**config.mk**
```make
export PLATFORM = sky130hd
export DESIGN_NAME = lpr_top
export DESIGN_NICKNAME = d
export VERILOG_FILES = /design/src/rtl/lpr_pkg.sv /design/src/rtl/lpr_cam_if.sv /design/src/rtl/lpr_cam_pwm.sv /design/src/rtl/lpr_top.sv
export SDC_FILE = /design/constraint.sdc
export NUM_CORES = 1
export LEC_CHECK = 0
export ABC_AREA = 0
export BUFFER_PORTS_ARGS = -buffer_cell sky130_fd_sc_hd__buf_2
export CORE_ASPECT_RATIO = 0.7
export CORE_UTILIZATION = 50
export CTS_CLUSTER_DIAMETER = 80
export DETAILED_ROUTE_END_ITERATION = 10
export PLACE_DENSITY = 0.67
export SETUP_SLACK_MARGIN = 0.05
export SYNTH_ARGS = -nofsm -noshare
export SYNTH_HDL_FRONTEND = slang
export SYNTH_SLANG_ARGS = --single-unit
export TNS_END_PERCENT = 5
```
**constraint.sdc**
```tcl
create_clock -name clk -period 3.8 [get_ports clk]
set_clock_uncertainty 0.1 [all_clocks]
set_input_delay 0.19 -clock clk [delete_from_list [all_inputs] [get_ports clk]]
set_output_delay 0.19 -clock clk [all_outputs]
set_load 0.05 [all_outputs]
```
**src/rtl/lpr_pkg.sv**
```systemverilog
// Shared constants and types for the LED PWM, ramp and blink driver
package lpr_pkg;
   // ==========================================================
   // Register map and layout
   localparam int ADDR_W = 9;
   localparam logic [8:0] A_CTRL_A = 9'h025;
   localparam logic [8:0] A_SIGNAL_LED_CTRL_B = 9'h026;
   localparam logic [8:0] A_CTRL_C = 9'h027;
   localparam logic [8:0] A_CAMERA_STRING_CTRL = 9'h02b;
   localparam logic [8:0] A_DUTY0 = 9'h02c;
   localparam logic [8:0] A_BKLT_EXT = 9'h1d3;
   localparam logic [8:0] A_BKLT4_DUTY = 9'h1d4;
   localparam logic [7:0] RST_ZERO = 8'h00;
   localparam logic [7:0] RST_BKLT_EXT = 8'h07;
   localparam int CAM_EN_BIT = 0;
   localparam int CAM_DUTY_LSB = 1;
   localparam int CAM_DUTY_W = 3;
   localparam int CAM_STORE_W = 4;
   localparam int BKLT4_BIT = 3;
   localparam int CUR_W = 2;
   localparam int BLINK_LSB = 2;
   localparam int CH_FIELD_W = 4;
   localparam int DUTY_W = 6;
   localparam int RAMP_BIT = 6;
   localparam int BUSY_BIT = 7;
   // ==========================================================
   // Channels and timing, in 32 kHz ticks or in seconds
   localparam int NCH = 6;
   localparam int GCNT_W = 18;
   localparam int TICK_HZ = 32768;
   localparam int PWM_STEPS = 32;
   localparam int RAMP_STEPS_PER_S = 64;
   localparam int RAMP_STEP_TICKS = TICK_HZ / RAMP_STEPS_PER_S;
   localparam int STEP_SHIFT = $clog2(RAMP_STEP_TICKS);
   localparam logic [17:0] STEP_MASK = 18'(RAMP_STEP_TICKS - 1);
   localparam logic [17:0] PWM_MASK = 18'(PWM_STEPS - 1);
   localparam logic [5:0] DEF_ON_STEPS = 6'h20;
   localparam int BLINK1_S = 1;
   localparam int BLINK2_S = 4;
   localparam int BLINK3_S = 8;
   localparam logic [17:0] BLINK1_MASK = 18'(TICK_HZ * BLINK1_S - 1);
   localparam logic [17:0] BLINK2_MASK = 18'(TICK_HZ * BLINK2_S - 1);
   localparam logic [17:0] BLINK3_MASK = 18'(TICK_HZ * BLINK3_S - 1);
   localparam int CAM_CNT_W = 8;
   localparam logic [7:0] CAM_CNT_MAX = 8'hff;

   typedef enum logic [2:0] {
      LPR_CAM_OFF = 3'b001,
      LPR_CAM_SCENE = 3'b010,
      LPR_CAM_BKLT = 3'b100
   } lpr_cam_mode_t;
endpackage

```
**src/rtl/lpr_cam_if.sv**
```systemverilog
// Signals between the channel core and the camera string driver
`timescale 1ns/1ns
interface lpr_cam_if;
   logic tick;
   logic enable;
   logic [2:0] duty_code;
   logic bklt_mode;
   logic [7:0] bklt_duty;
   logic sink;
   modport ctrl (output tick, enable, duty_code, bklt_mode, bklt_duty,
      input sink);
   modport drv (input tick, enable, duty_code, bklt_mode, bklt_duty,
      output sink);
endinterface

```
**src/rtl/lpr_cam_pwm.sv**
```systemverilog
// Camera string PWM driver with fixed period and 3-bit duty
`timescale 1ns/1ns
module lpr_cam_pwm (
   input wire logic clk, // 10 MHz clock
   input wire logic rst_b, // Asynchronous reset
   input wire logic ce, // Clock enable
   lpr_cam_if.drv cam // Settings in, sink level out
);
   typedef struct packed {
      lpr_pkg::lpr_cam_mode_t mode;
      logic [7:0] cnt;
      logic sink;
   } lpr_cam_st_t;

   lpr_cam_st_t q;
   lpr_cam_st_t d;

   // ==========================================================
   // Next state
   always_comb
   begin
      d = q;
      if (cam.bklt_mode)
         d.mode = lpr_pkg::LPR_CAM_BKLT;
      else if (cam.enable)
         d.mode = lpr_pkg::LPR_CAM_SCENE;
      else
         d.mode = lpr_pkg::LPR_CAM_OFF;
      if (cam.tick)
         d.cnt = q.cnt + 8'h01;
      case (d.mode)
         lpr_pkg::LPR_CAM_OFF: d.sink = 1'b0;
         lpr_pkg::LPR_CAM_SCENE:
            d.sink = (q.cnt[7:5] <= cam.duty_code);
         lpr_pkg::LPR_CAM_BKLT: d.sink = (q.cnt < cam.bklt_duty);
         default: d.sink = 1'b0;
      endcase
   end

   always_ff @(posedge clk or negedge rst_b)
   begin
      if (!rst_b)
         q <= '{mode: lpr_pkg::LPR_CAM_OFF, cnt: 8'h00, sink: 1'b0};
      else if (ce)
         q <= d;
   end

   assign cam.sink = q.sink;
endmodule // lpr_cam_pwm

```
**src/rtl/lpr_top.sv**
```systemverilog
// Signal LED channels with PWM, ramp and blink, plus camera string
// Behaviour
// - Camera string on only while enable set or reassigned to backlight
// - Camera duty is (code+1) eighths
// - Camera PWM period fixed, duty varies
// - Reassigned camera string follows backlight duty
// - Extended backlight bit 3 allows reassignment
// - Six independent signal channels
// - Two-bit current code per channel
// - Six-bit duty in thirty-second steps
// - Channels staggered by one 32 kHz tick
// - Ramp one step every 1/64 s
// - Each duty change retargets the ramp from the applied level
// - Without ramp, duty applies at once
// - Blink code sets 1, 4, 8 s period
// - Blink on time follows duty, default 0.5 s
// - No ramping while blinking
// - Outputs usable as open-drain or PWM
`timescale 1ns/1ns
module lpr_top (
   input wire logic clk, // 10 MHz clock
   input wire logic rst_b, // Asynchronous reset, active low
   input wire logic ce, // Clock enable, freezes all state
   input wire logic clk32k_pin, // 32 kHz timebase pin
   input wire logic [8:0] reg_addr, // Register address
   input wire logic reg_wr, // Register write strobe
   input wire logic [7:0] reg_wdata, // Register write data
   output logic [7:0] reg_rdata, // Registered read data
   output logic [5:0] ch_sink_on, // Channel sink active
   output logic [11:0] ch_current, // Channel current codes
   output logic cam_sink_on // Camera string sink active
);
   typedef struct packed {
      logic [2:0] sync;
      logic [17:0] gcnt;
      logic [2:0][7:0] cb;
      logic [3:0] cam_ctrl;
      logic [7:0] bklt_ext;
      logic [7:0] bklt4;
      logic [5:0][6:0] duty;
      logic [5:0][5:0] applied;
      logic [5:0] sink;
      logic [7:0] rdata;
   } lpr_st_t;

   lpr_st_t q;
   lpr_st_t d;
   logic tick;
   logic step;
   logic [5:0][1:0] blink;
   lpr_cam_if cam_bus ();

   // ==========================================================
   // Timebase
   // ticks from the 32 kHz pin
   assign tick = q.sync[1] & ~q.sync[2];
   assign step = tick && ((q.gcnt & lpr_pkg::STEP_MASK) == 18'h00000);

   // ==========================================================
   // Field views
   always_comb
   begin
      for (int i = 0; i < lpr_pkg::NCH; i++)
      begin
         blink[i] = q.cb[i / 2][(i % 2) * lpr_pkg::CH_FIELD_W
            + lpr_pkg::BLINK_LSB +: 2];
      end
   end

   // ==========================================================
   // Next state
   always_comb
   begin
      logic [5:0] set;
      logic [5:0] on_steps;
      logic [4:0] ph;
      logic [17:0] bph;
      logic [17:0] mask;
      logic [8:0] di;
      set = 6'h00;
      on_steps = 6'h00;
      ph = 5'h00;
      bph = 18'h00000;
      mask = 18'h00000;
      di = 9'h000;
      d = q;
      d.sync = {q.sync[1], q.sync[0], clk32k_pin};
      if (tick)
         d.gcnt = q.gcnt + 18'h00001;

      // Register writes
      if (reg_wr)
      begin
         case (reg_addr)
            lpr_pkg::A_CTRL_A: d.cb[0] = reg_wdata;
            lpr_pkg::A_SIGNAL_LED_CTRL_B: d.cb[1] = reg_wdata;
            lpr_pkg::A_CTRL_C: d.cb[2] = reg_wdata;
            lpr_pkg::A_CAMERA_STRING_CTRL:
               d.cam_ctrl = reg_wdata[lpr_pkg::CAM_STORE_W-1:0];
            lpr_pkg::A_BKLT_EXT: d.bklt_ext = reg_wdata;
            lpr_pkg::A_BKLT4_DUTY: d.bklt4 = reg_wdata;
            default:
            begin
               di = reg_addr - lpr_pkg::A_DUTY0;
               if (reg_addr >= lpr_pkg::A_DUTY0 &&
                  di < 9'(lpr_pkg::NCH))
                  d.duty[di[2:0]] = reg_wdata[6:0];
            end
         endcase
      end

      // each channel on its own settings
      for (int i = 0; i < lpr_pkg::NCH; i++)
      begin
         set = q.duty[i][lpr_pkg::DUTY_W-1:0];
         if (blink[i] != 2'h0 || !q.duty[i][lpr_pkg::RAMP_BIT])
            d.applied[i] = set;
         else if (step && q.applied[i] < set)
            d.applied[i] = q.applied[i] + 6'h01;
         else if (step && q.applied[i] > set)
            d.applied[i] = q.applied[i] - 6'h01;

         ph = 5'((q.gcnt - 18'(i)) & lpr_pkg::PWM_MASK);
         case (blink[i])
            2'h1: mask = lpr_pkg::BLINK1_MASK;
            2'h2: mask = lpr_pkg::BLINK2_MASK;
            2'h3: mask = lpr_pkg::BLINK3_MASK;
            default: mask = 18'h00000;
         endcase
         bph = (q.gcnt - 18'(i)) & mask;
         // on time in 1/64 s steps
         on_steps = (q.applied[i] == 6'h00) ? lpr_pkg::DEF_ON_STEPS
            : q.applied[i];
         if (tick)
         begin
            if (blink[i] != 2'h0)
               d.sink[i] = bph < (18'(on_steps) << lpr_pkg::STEP_SHIFT);
            else
               d.sink[i] = {1'b0, ph} < q.applied[i];
         end
      end

      // Read data, unmapped and reserved bits read zero
      case (reg_addr)
         lpr_pkg::A_CTRL_A: d.rdata = q.cb[0];
         lpr_pkg::A_SIGNAL_LED_CTRL_B: d.rdata = q.cb[1];
         lpr_pkg::A_CTRL_C: d.rdata = q.cb[2];
         lpr_pkg::A_CAMERA_STRING_CTRL: d.rdata = {4'h0, q.cam_ctrl};
         lpr_pkg::A_BKLT_EXT: d.rdata = q.bklt_ext;
         lpr_pkg::A_BKLT4_DUTY: d.rdata = q.bklt4;
         default:
         begin
            d.rdata = 8'h00;
            di = reg_addr - lpr_pkg::A_DUTY0;
            if (reg_addr >= lpr_pkg::A_DUTY0 && di < 9'(lpr_pkg::NCH))
               d.rdata = {q.applied[di[2:0]] !=
                  q.duty[di[2:0]][lpr_pkg::DUTY_W-1:0],
                  q.duty[di[2:0]]};
         end
      endcase
   end

   // ==========================================================
   // State register
   always_ff @(posedge clk or negedge rst_b)
   begin
      if (!rst_b)
      begin
         q <= '0;
         q.bklt_ext <= lpr_pkg::RST_BKLT_EXT;
      end
      else if (ce)
         q <= d;
   end

   // ==========================================================
   // Camera string
   // enable bit to driver
   assign cam_bus.enable = q.cam_ctrl[lpr_pkg::CAM_EN_BIT];
   assign cam_bus.duty_code =
      q.cam_ctrl[lpr_pkg::CAM_DUTY_LSB +: lpr_pkg::CAM_DUTY_W];
   assign cam_bus.bklt_mode = q.bklt_ext[lpr_pkg::BKLT4_BIT];
   assign cam_bus.bklt_duty = q.bklt4;
   assign cam_bus.tick = tick;

   lpr_cam_pwm u_cam (
      .clk(clk),
      .rst_b(rst_b),
      .ce(ce),
      .cam(cam_bus.drv)
   );

   // ==========================================================
   // Outputs
   // sink level serves LED, open drain or PWM
   assign ch_sink_on = q.sink;
   assign cam_sink_on = cam_bus.sink;
   assign reg_rdata = q.rdata;
   always_comb
   begin
      for (int i = 0; i < lpr_pkg::NCH; i++)
      begin
         ch_current[i*2 +: 2] =
            q.cb[i / 2][(i % 2) * lpr_pkg::CH_FIELD_W +: lpr_pkg::CUR_W];
      end
   end

   for (genvar g = 0; g < lpr_pkg::NCH; g++)
   begin : g_chk

   end
endmodule // lpr_top

```
## After elaboration in Yosys (flattened, before gate mapping)

Index checks and enable logic that the tools add are counted.

| cells by class | value |
|---|---|
| equality and inequality tests | 27 |
| order comparisons | 30 |
| $add $sub $neg | 20 |
| reduce and logical (&&, ||, !) cells | 61 |
| muxes and demuxes | 48 |
| bitwise gates (word level) | 9 |

Operators with widths:

| kind | count |
|---|---|
| $pmux 18 s3 | 6 |
| $mux 6 | 25 |
| $and 18x18->18 | 6 |
| $lt 18x15->1 | 6 |
| $pmux 8 s6 | 1 |
| $bwmux 42 | 1 |
| $add 6x1->6 const B | 6 |
| $eq 9x6->1 const B | 4 |
| $gt 6x6->1 | 6 |
| $logic_not 6->1 | 6 |
| $lt 5x6->1 | 6 |
| $lt 6x6->1 | 6 |
| $sub 18x2->18 const B | 2 |
| $sub 18x3->18 const B | 2 |
| $sub 6x1->6 const B | 6 |
| $eq 2x2->1 const B | 12 |
| $bmux 7 s3 | 1 |
| $demux 7 s3 | 1 |
| $add 18x1->18 const B | 1 |
| $bmux 6 s3 | 1 |
| $eq 9x9->1 const B | 2 |
| $logic_not 18->1 | 1 |
| $reduce_and 3->1 | 6 |
| $reduce_bool 3->1 | 6 |
| 28 further kinds | 75 |

| storage, ports and cells | value |
|---|---|
| output and inout port bits | 27 |
| flip-flop bits (word level) | 166 |
| word-level logic and storage cells | 219 |

## Longest topological paths before layout

Gate-level depths: netlist of the first run.

| depth | value |
|---|---|
| depth after elaboration | 7 |
| gate-level depth with buffers | 16 |

## Modules after synthesis

A second synthesis of the first run with hierarchy kept.

| unflattened totals | value |
|---|---|
| cells, all modules | 1428 |
| area total of the unflattened synthesis | 13349.1 um^2 |

Modules (own cells, without submodules):

| module | cells each | instances | area an instance (um^2) | sequential area each (um^2) |
|---|---|---|---|---|
| lpr_top | 1359 | 1 | 12682.2 | 3932.5 |
| lpr_cam_pwm | 69 | 1 | 666.9 | 225.2 |

## Least setup slack after synthesis of the first run

Ideal clock, no wire load.

| path | value |
|---|---|
| path type | reg-to-reg |
| start point | register q[144] (netlist name) |
| end point | register q, in the netlist ch_sink_on[2] |
| data required time | 3.604 ns |
| path slack | 0.565 ns |
| arrival time | 3.040 ns |
| cell stages (with the launch flop) | 13 |
| buffers on the path | 1 |
| setup time | 0.096 ns |
| cell sequence | dfrtp_1 or4_4 or3_1 buf_2 nor3_1 nand2_1 xor2_1 nor2_1 ha_1 nor2b_1 o41ai_1 nand3_1 o31ai_1 |

| on the way | value |
|---|---|
| longest elaborated chain between the ends | 4 |

RTL lines:

| element | line | RTL |
|---|---|---|
| from (decl) | lpr_top.sv:46 | `lpr_st_t q;` |
| $sub 18x2->18 | lpr_top.sv:130 | `bph = (q.gcnt - 18'(i)) & mask;` |
| $and 18x18->18 | lpr_top.sv:130 |  |
| $lt 18x15->1 | lpr_top.sv:137 | `d.sink[i] = bph < (18'(on_steps) << lpr_pkg::STEP_SHIFT);` |
| $mux 1 | lpr_top.sv:136 | `if (blink[i] != 2'h0)` |

Every way passes these cells.
A chain may end at the register's enable or synchronous reset.

## Worst setup path after layout of the first run

| path | value |
|---|---|
| start point | register q[144] (netlist name) |
| end point | register q, in the netlist ch_sink_on[1] |

| on the way | value |
|---|---|
| longest elaborated chain between the ends | 4 |

RTL lines:

| element | line |
|---|---|
| $sub 18x1->18 | lpr_top.sv:130 |
| $and 18x18->18 | lpr_top.sv:130 |
| $lt 18x15->1 | lpr_top.sv:137 |
| $mux 1 | lpr_top.sv:136 |

Every way passes these cells.

==> results of run 1 <==
==> where the power goes <==
group	internal, mW	switching (mW)
clock	1.02	0.863
combinational	0.840	1.31
sequential	1.89	0.157
==> synth_stat cells, types with 9 or more instances <==
library cell	count	area (sq um)
a211oi_1	22	165
a21o_1	25	188
a21oi_1	84	420
a221oi_1	10	87.6
a22oi_1	13	97.6
a31oi_1	9	56.3
and2_1	12	75.1
buf_2	12	60.1
buf_4	26	195
clkbuf_1	36	135
dfrtp_1	163	4080
ha_1	141	1760
inv_1	127	477
mux2_2	88	991
mux2i_1	29	290
nand2_1	110	413
nand2b_1	9	56.3
nand3_1	37	185
nand4_1	17	106
nor2_1	110	413
nor2b_1	19	119
nor3_1	25	125
nor4_1	11	68.8
o211ai_1	9	67.6
o21a_1	16	120
o21ai_0	68	340
xnor2_1	60	526
xor2_1	47	412
==> worst reg2reg max path: cells and delay by family, from the launching register on <==
| kind | cells | cell delay [ns] |
|---|---|---|
| AND/OR/NAND/NOR | 9 | 1.92 |
| flip-flops | 1 | 0.45 |
| adder cells (fa/ha/maj) | 1 | 0.34 |
| AO/OA/AOI/OAI | 2 | 0.28 |
| buffers and inverters | 1 | 0.21 |
| XOR/XNOR | 1 | 0.14 |
==> routing by layer <==
layer / part of all wire / track usage / routed length [microns]
met5: 0 / 0 / 0
met4: 0.023 / 0.0880 / 931
met3: 0.087 / 0.0720 / 3470
met2: 0.41 / 0.423 / 16400
met1: 0.48 / 0.453 / 18900
==> per-stage QoR <==
stage / cell area [sq um] / setup slack [ns] / hold slack (ns)
3_5_place_dp: 13800 / 0.148 / 0.246
3_3_place_gp: 13800 / 0.209 / 0.248
2_1_floorplan: 13200 / 0.565 / -0.206
6_report: 14500 / 0.244 / 0.0504
5_1_grt: 14500 / 0.0536 / 0.0737
4_1_cts: 14500 / 0.125 / 0.0284
==> cell families (layout without fill, tap and decap cells) <==
group,count (synthesis),after routing,synth area share
simple gates,378,378,0.136
compound gates,311,311,0.157
buf+inv,214,263,0.0731
flops,166,166,0.314
fa+ha+maj,147,147,0.142
mux,123,123,0.107
xor+xnor,107,107,0.0707
==> area by class of cell <==
| class | count | area share |
|---|---|---|
| multi-input combinational | 1066 | 0.560 |
| sequential | 166 | 0.286 |
| timing repair buffer | 104 | 0.0473 |
| inverter | 127 | 0.0328 |
| tap | 357 | 0.0308 |
| clock buffer | 18 | 0.0303 |
| clock inverter | 14 | 0.0122 |
==> cell usage in the layout (no fill, tap or decap), types with 10 or more instances in the layout <==
master	n
nand2_1	110
xnor2_1	60
buf_4	52
dfrtp_1	163
a21oi_1	84
nor2_1	110
buf_2	47
nor3_1	24
a221oi_1	10
and2_1	12
mux2_2	88
ha_1	141
nand3_1	37
o21ai_0	68
clkbuf_16	17
a21o_1	25
o21a_1	16
inv_1	127
xor2_1	47
a211oi_1	22
a22oi_1	13
nor2b_1	19
mux2i_1	29
nor4_1	11
nand4_1	17
==> registers in the layout, indices dropped and copies added (netlist names) <==
| signal | count |
|---|---|
| q | 104 |
| cam_bus.bklt_duty | 8 |
| blink | 12 |
| cam_bus.duty_code | 3 |
| ch_current | 12 |
| u_cam.q | 8 |
| cam_bus.enable | 1 |
| u_cam.cam.sink | 1 |
| cam_bus.bklt_mode | 1 |
| d | 2 |
| ch_sink_on | 6 |
| reg_rdata | 8 |
==> what timing repair did <==
action,4_1_cts,5_1_grt
setup buffers,0,2
hold endpoints to repair,93,0
resized for setup,0,1
endpoints found under the setup margin,0,4
hold buffers,3,0
==> final timing paths <==
path,endpoint,slack (ns),cells past startpoint
worst min register to register,reg_rdata[4],0.38,1
worst min-delay path,cam_bus.bklt_duty[1],0.05,3
min in group asynchronous,q[16],0.27,2
worst max register to register,ch_sink_on[1],0.24,14
max in group asynchronous,ch_current[11],2.33,3
worst max-delay path,ch_sink_on[1],0.24,14
==> run_results.csv, run 1 <==
group,metric,value,unit
placement,place_hpwl,29700,microns
placement,portBuffers,48,
global_routing,grt_max_degree,94,
synthesis,syn_area_per_cell,9.16,sq um
detailed_routing,drc,0,
synthesis,async_reset_ff_frac,1.00,
die,chipHeight,138,microns
setup_path,required,4.03,ns
cts,clk_latency,0.45,ns
die,dieArea,27200,sq um
layout,fin_cells,1852,
synthesis,ys_types,64,
setup_path,end_kind,"register",
synthesis,synth_warnings,0,
pwr,cellLeakagePower,6.72,nW
setup_path,critPathSlowestCell,"or4_4",
layout,drive_gt1_frac,0.169,
layout,final_nets,1651,
cts,cts_tree,"built",
cts,cts_max_level,4,
synthesis,synth_edf_count,0,
setup_path,r2r_start,"q[144]",
detailed_routing,detail-route-antenna-nets,0,
synthesis,synth_fp_nets,1615,
timing,period_needed,3.56,ns
synthesis,synthCells,1446,
timing,max_freq,281,MHz
detailed_routing,drt_iter0_markers,863,
timing,finalSetupViolations,0,
global_routing,grt_pass1_vias,10635,
setup_path,cp_num_buf_inv,1,
global_routing,antenna_found_initial,0,
die,rows,49,
placement,post-place-cells,1815,
synthesis,synth_area,13200,sq um
setup_path,cp_max_fo,6,
detailed_routing,avgRoutedWirePerCell,21.5,microns
layout,regArea,4160,sq um
detailed_routing,drt_wl_total,39800,microns
pwr,ir_drop,0.327,mV
layout,multiInputGateArea,8130,sq um
detailed_routing,vias,11083,
detailed_routing,drt_first_pass_iters,5,
cts,root_buffer,"clkbuf_16",
setup_path,crit_top_cell,"nand3_1",
setup_path,cp_top_family,"simple AND/OR/NAND/NOR gates",
timing,fin_crit_sh,0.936,
setup_path,critical_path_class,"register to register",
hold_path,min_path_type,"input port to register",
hold_path,hold_path_startpoint,"reg_wdata[1]",
layout,fillers,2347,
timing,fin_tns_setup,0,ns
setup_path,crit_start,"q[144]",
detailed_routing,vias_per_cell,5.98,
setup_path,crit_arrival,3.78,ns
cts,clockBufferDepth,2,
status,status,"completed",
cts,cts_buffers,17,
setup_path,cpPeakStageDelay,0.60,ns
cts,cts.sink_count,166,
pwr,total_power,6.08,mW
layout,diodes,0,
timing,worstMarginPinSlew,0.929,ns
setup_path,crit_chain,"or4_4, nor3_2, nand3_1, nor3_1, buf_4, nand2_1, xor2_1, nor2_1, ha_1, and3_1, nand3_1, a21oi_1, a211o_1, nand3_1",
die,start_util,0.512,
layout,final_util,0.561,
timing,slew_headroom,0.380,
synthesis,ys_seq_elements,166,
die,die_w,197,microns
global_routing,grt_overflow,0,
global_routing,grt_pass1_wl,62000,microns
synthesis,seq_area_frac_synth,0.314,
placement,gp_congestion,0.914,
timing,hold_violations,0,
cts,clkTransAtPathRegs,0.08,ns
pwr,powerDensity,419,nW/um^2
die,core_area,25900,sq um
timing,slew_viol_final,0,
global_routing,grt.total_usage,0.301,
synthesis,synth_ff_type,"dfrtp_1",
timing,rsz0062_at_grt,"no",
layout,area_growth,9.54,%
die,ioPinCount,49,
setup_path,startpoint_type,"register",
flow_run,cap_violations,0,
Note: power is estimated with default switching activity, not from simulation.
==> inputs of run 2 (changes only) <==
==> constraint.sdc (replaced) <==
create_clock -name clk -period 3.4 [get_ports clk]
set_clock_uncertainty 0.1 [all_clocks]
set_input_delay 0.17 -clock clk [delete_from_list [all_inputs] [get_ports clk]]
set_output_delay 0.17 -clock clk [all_outputs]
set_load 0.05 [all_outputs]
==> run 2 against run 1 <==
  * Core utilization is 3.1 points higher
  * Combinational power is 22% higher
  * Sequential share of layout area is 1.5 points lower
  * Register-to-register slack worse by 0.18 ns
  * Wire length is 2.9% higher
==> run_results.csv, run 2 (synthesis results as in run 1) <==
group,metric,value,unit
setup_path,end_kind,"register",
placement,dpl-instance-area,14300,sq um
timing,hold_violations,0,
setup_path,crit_start,"q[141]",
cts,clk_latency,0.46,ns
detailed_routing,drt_wl_total,40900,microns
placement,pre_cts_ws,-0.00855,ns
cts,cts.sink_count,166,
pwr,powerDensity,450,nW/um^2
timing,fin_tns_setup,0,ns
placement,place_hpwl,31500,microns
cts,clockBufferDepth,2,
die,start_util,0.512,
layout,layout_commonest_cell,"dfrtp_1",
layout,area_growth,15.6,%
global_routing,grt_pass1_vias,10974,
setup_path,crit_arrival,3.59,ns
setup_path,cp_top_family,"simple AND/OR/NAND/NOR gates",
setup_path,crit_chain,"or4_4, nand2b_4, nor2_4, buf_12, buf_4, o2111ai_4, buf_6, ha_4, o21ai_0, nor2_1, o21a_1, nor2_2, xnor2_1, o21ba_2, o22a_1",
timing,slew_viol_final,0,
setup_path,cp_max_fo,5,
die,chipHeight,138,microns
layout,drive_gt1_frac,0.226,
layout,fillers,2277,
status,status,"completed",
setup_path,startpoint_type,"register",
cts,cts_tree,"built",
pwr,cellLeakagePower,7.08,nW
cts,root_buffer,"clkbuf_16",
cts,cts_buffers,17,
die,ioPinCount,49,
die,dieArea,27200,sq um
layout,largest_register_ffs,104,
layout,final_cell_mix,"dfrtp_1 (163), ha_1 (135), inv_1 (127)",
global_routing,antenna_found_initial,2,
layout,design_area,15300,sq um
die,die_w,197,microns
hold_path,hold_path_startpoint,"reg_wdata[4]",
layout,largest_register,"q",
cts,cts_max_level,4,
detailed_routing,drt_first_pass_iters,6,
flow_run,cap_violations,0,
detailed_routing,drt_iter0_markers,1107,
layout,diodes,0,
setup_path,required,3.65,ns
setup_path,cpPeakStageDelay,0.59,ns
die,rows,49,
layout,final_nets,1716,
global_routing,grt_max_degree,96,
global_routing,grt.total_usage,0.312,
detailed_routing,vias,11309,
timing,finalSetupViolations,0,
layout,regArea,4160,sq um
placement,portBuffers,48,
placement,gp_congestion,0.992,
setup_path,critical_path_class,"register to register",
timing,fin_crit_sh,0.983,
detailed_routing,detail-route-antenna-nets,0,
timing,slew_headroom,0.341,
hold_path,min_path_type,"input port to register",
timing,rsz0062_at_grt,"yes",
setup_path,critPathSlowestCell,"or4_4",
pwr,ir_drop,0.401,mV
cts,clkTransAtPathRegs,0.07,ns
timing,layout_setup_ws,0.0594,ns
layout,multiInputGateArea,8410,sq um
timing,worstMarginPinSlew,0.989,ns
detailed_routing,avgRoutedWirePerCell,21.3,microns
setup_path,r2r_start,"q[141]",
global_routing,grt_pass1_wl,64100,microns
detailed_routing,vias_per_cell,5.90,
global_routing,grt_overflow,0,
setup_path,cp_num_buf_inv,3,
detailed_routing,drc,0,
die,core_area,25900,sq um
timing,period_needed,3.34,ns
timing,max_freq,299,MHz
==> run 2: final timing paths <==
path | endpoint | slack (ns) | cells past startpoint
setup / recovery | q[49] | 0.06 | 15
hold / removal | cam_bus.bklt_duty[4] | 0.03 | 3
setup reg to reg | q[49] | 0.06 | 15
hold reg to reg | reg_rdata[4] | 0.38 | 1
max in group asynchronous | cam_bus.bklt_duty[4] | 2.02 | 3
min in group asynchronous | q[33] | 0.27 | 2
==> run 2: metal layers <==
| metal | vias up | part of all wire | global-route usage | wire, microns |
|---|---|---|---|---|
| met5 | - | 0 | 0 | 0 |
| met4 | 0 | 0.032 | 0.120 | 1330 |
| li1 | 5255 | - | - | - |
| met1 | 5483 | 0.48 | 0.477 | 19600 |
| met3 | 90 | 0.095 | 0.0825 | 3880 |
| met2 | 481 | 0.39 | 0.411 | 16100 |
==> run 2: tightest hold or removal path, delay by kind of cell <==
| family | cells | cell delay, ns |
|---|---|---|
| AO/OA/AOI/OAI | 1 | 0.07 |
| buffers and inverters | 1 | 0.21 |
| AND/OR/NAND/NOR | 1 | 0.09 |
==> run 2: power by group <==
part           switching (mW)  internal, mW  leakage (nW)
Sequential              0.148          2.11          2.18
Clock                   0.922          1.08         0.290
Combinational            1.57          1.05          4.62
Total                    2.64          4.24          7.08
==> run 2: area by class of cell <==
cell class / instances / share of cell area
clock inverters: 12 / 0.00858
multi-input cells: 1066 / 0.549
repair buffers: 169 / 0.0805
clock buffers: 20 / 0.0298
flip-flops and latches: 166 / 0.272
inverters: 127 / 0.0311
well taps: 357 / 0.0292
==> run 2: per-stage QoR <==
stage	power (mW)	hold slack (ns)	util	std cells
after floorplan	3.99	-0.226	-	1446
after global placement	4.72	0.224	0.553	1874
after detailed placement	4.79	0.228	0.553	1874
after CTS	6.79	0.0109	0.578	1911
after global routing	7.29	0.0485	0.592	1917
final	6.88	0.0339	0.592	1917
==> run 2: timing repair <==
item | CTS | global route
hold buffers | 5 | 0
pin swaps | 0 | 27
gates resized for setup | 1 | 51
hold endpoints to repair | 97 | 0
setup endpoints to repair | 5 | 20
buffers inserted | 0 | 6
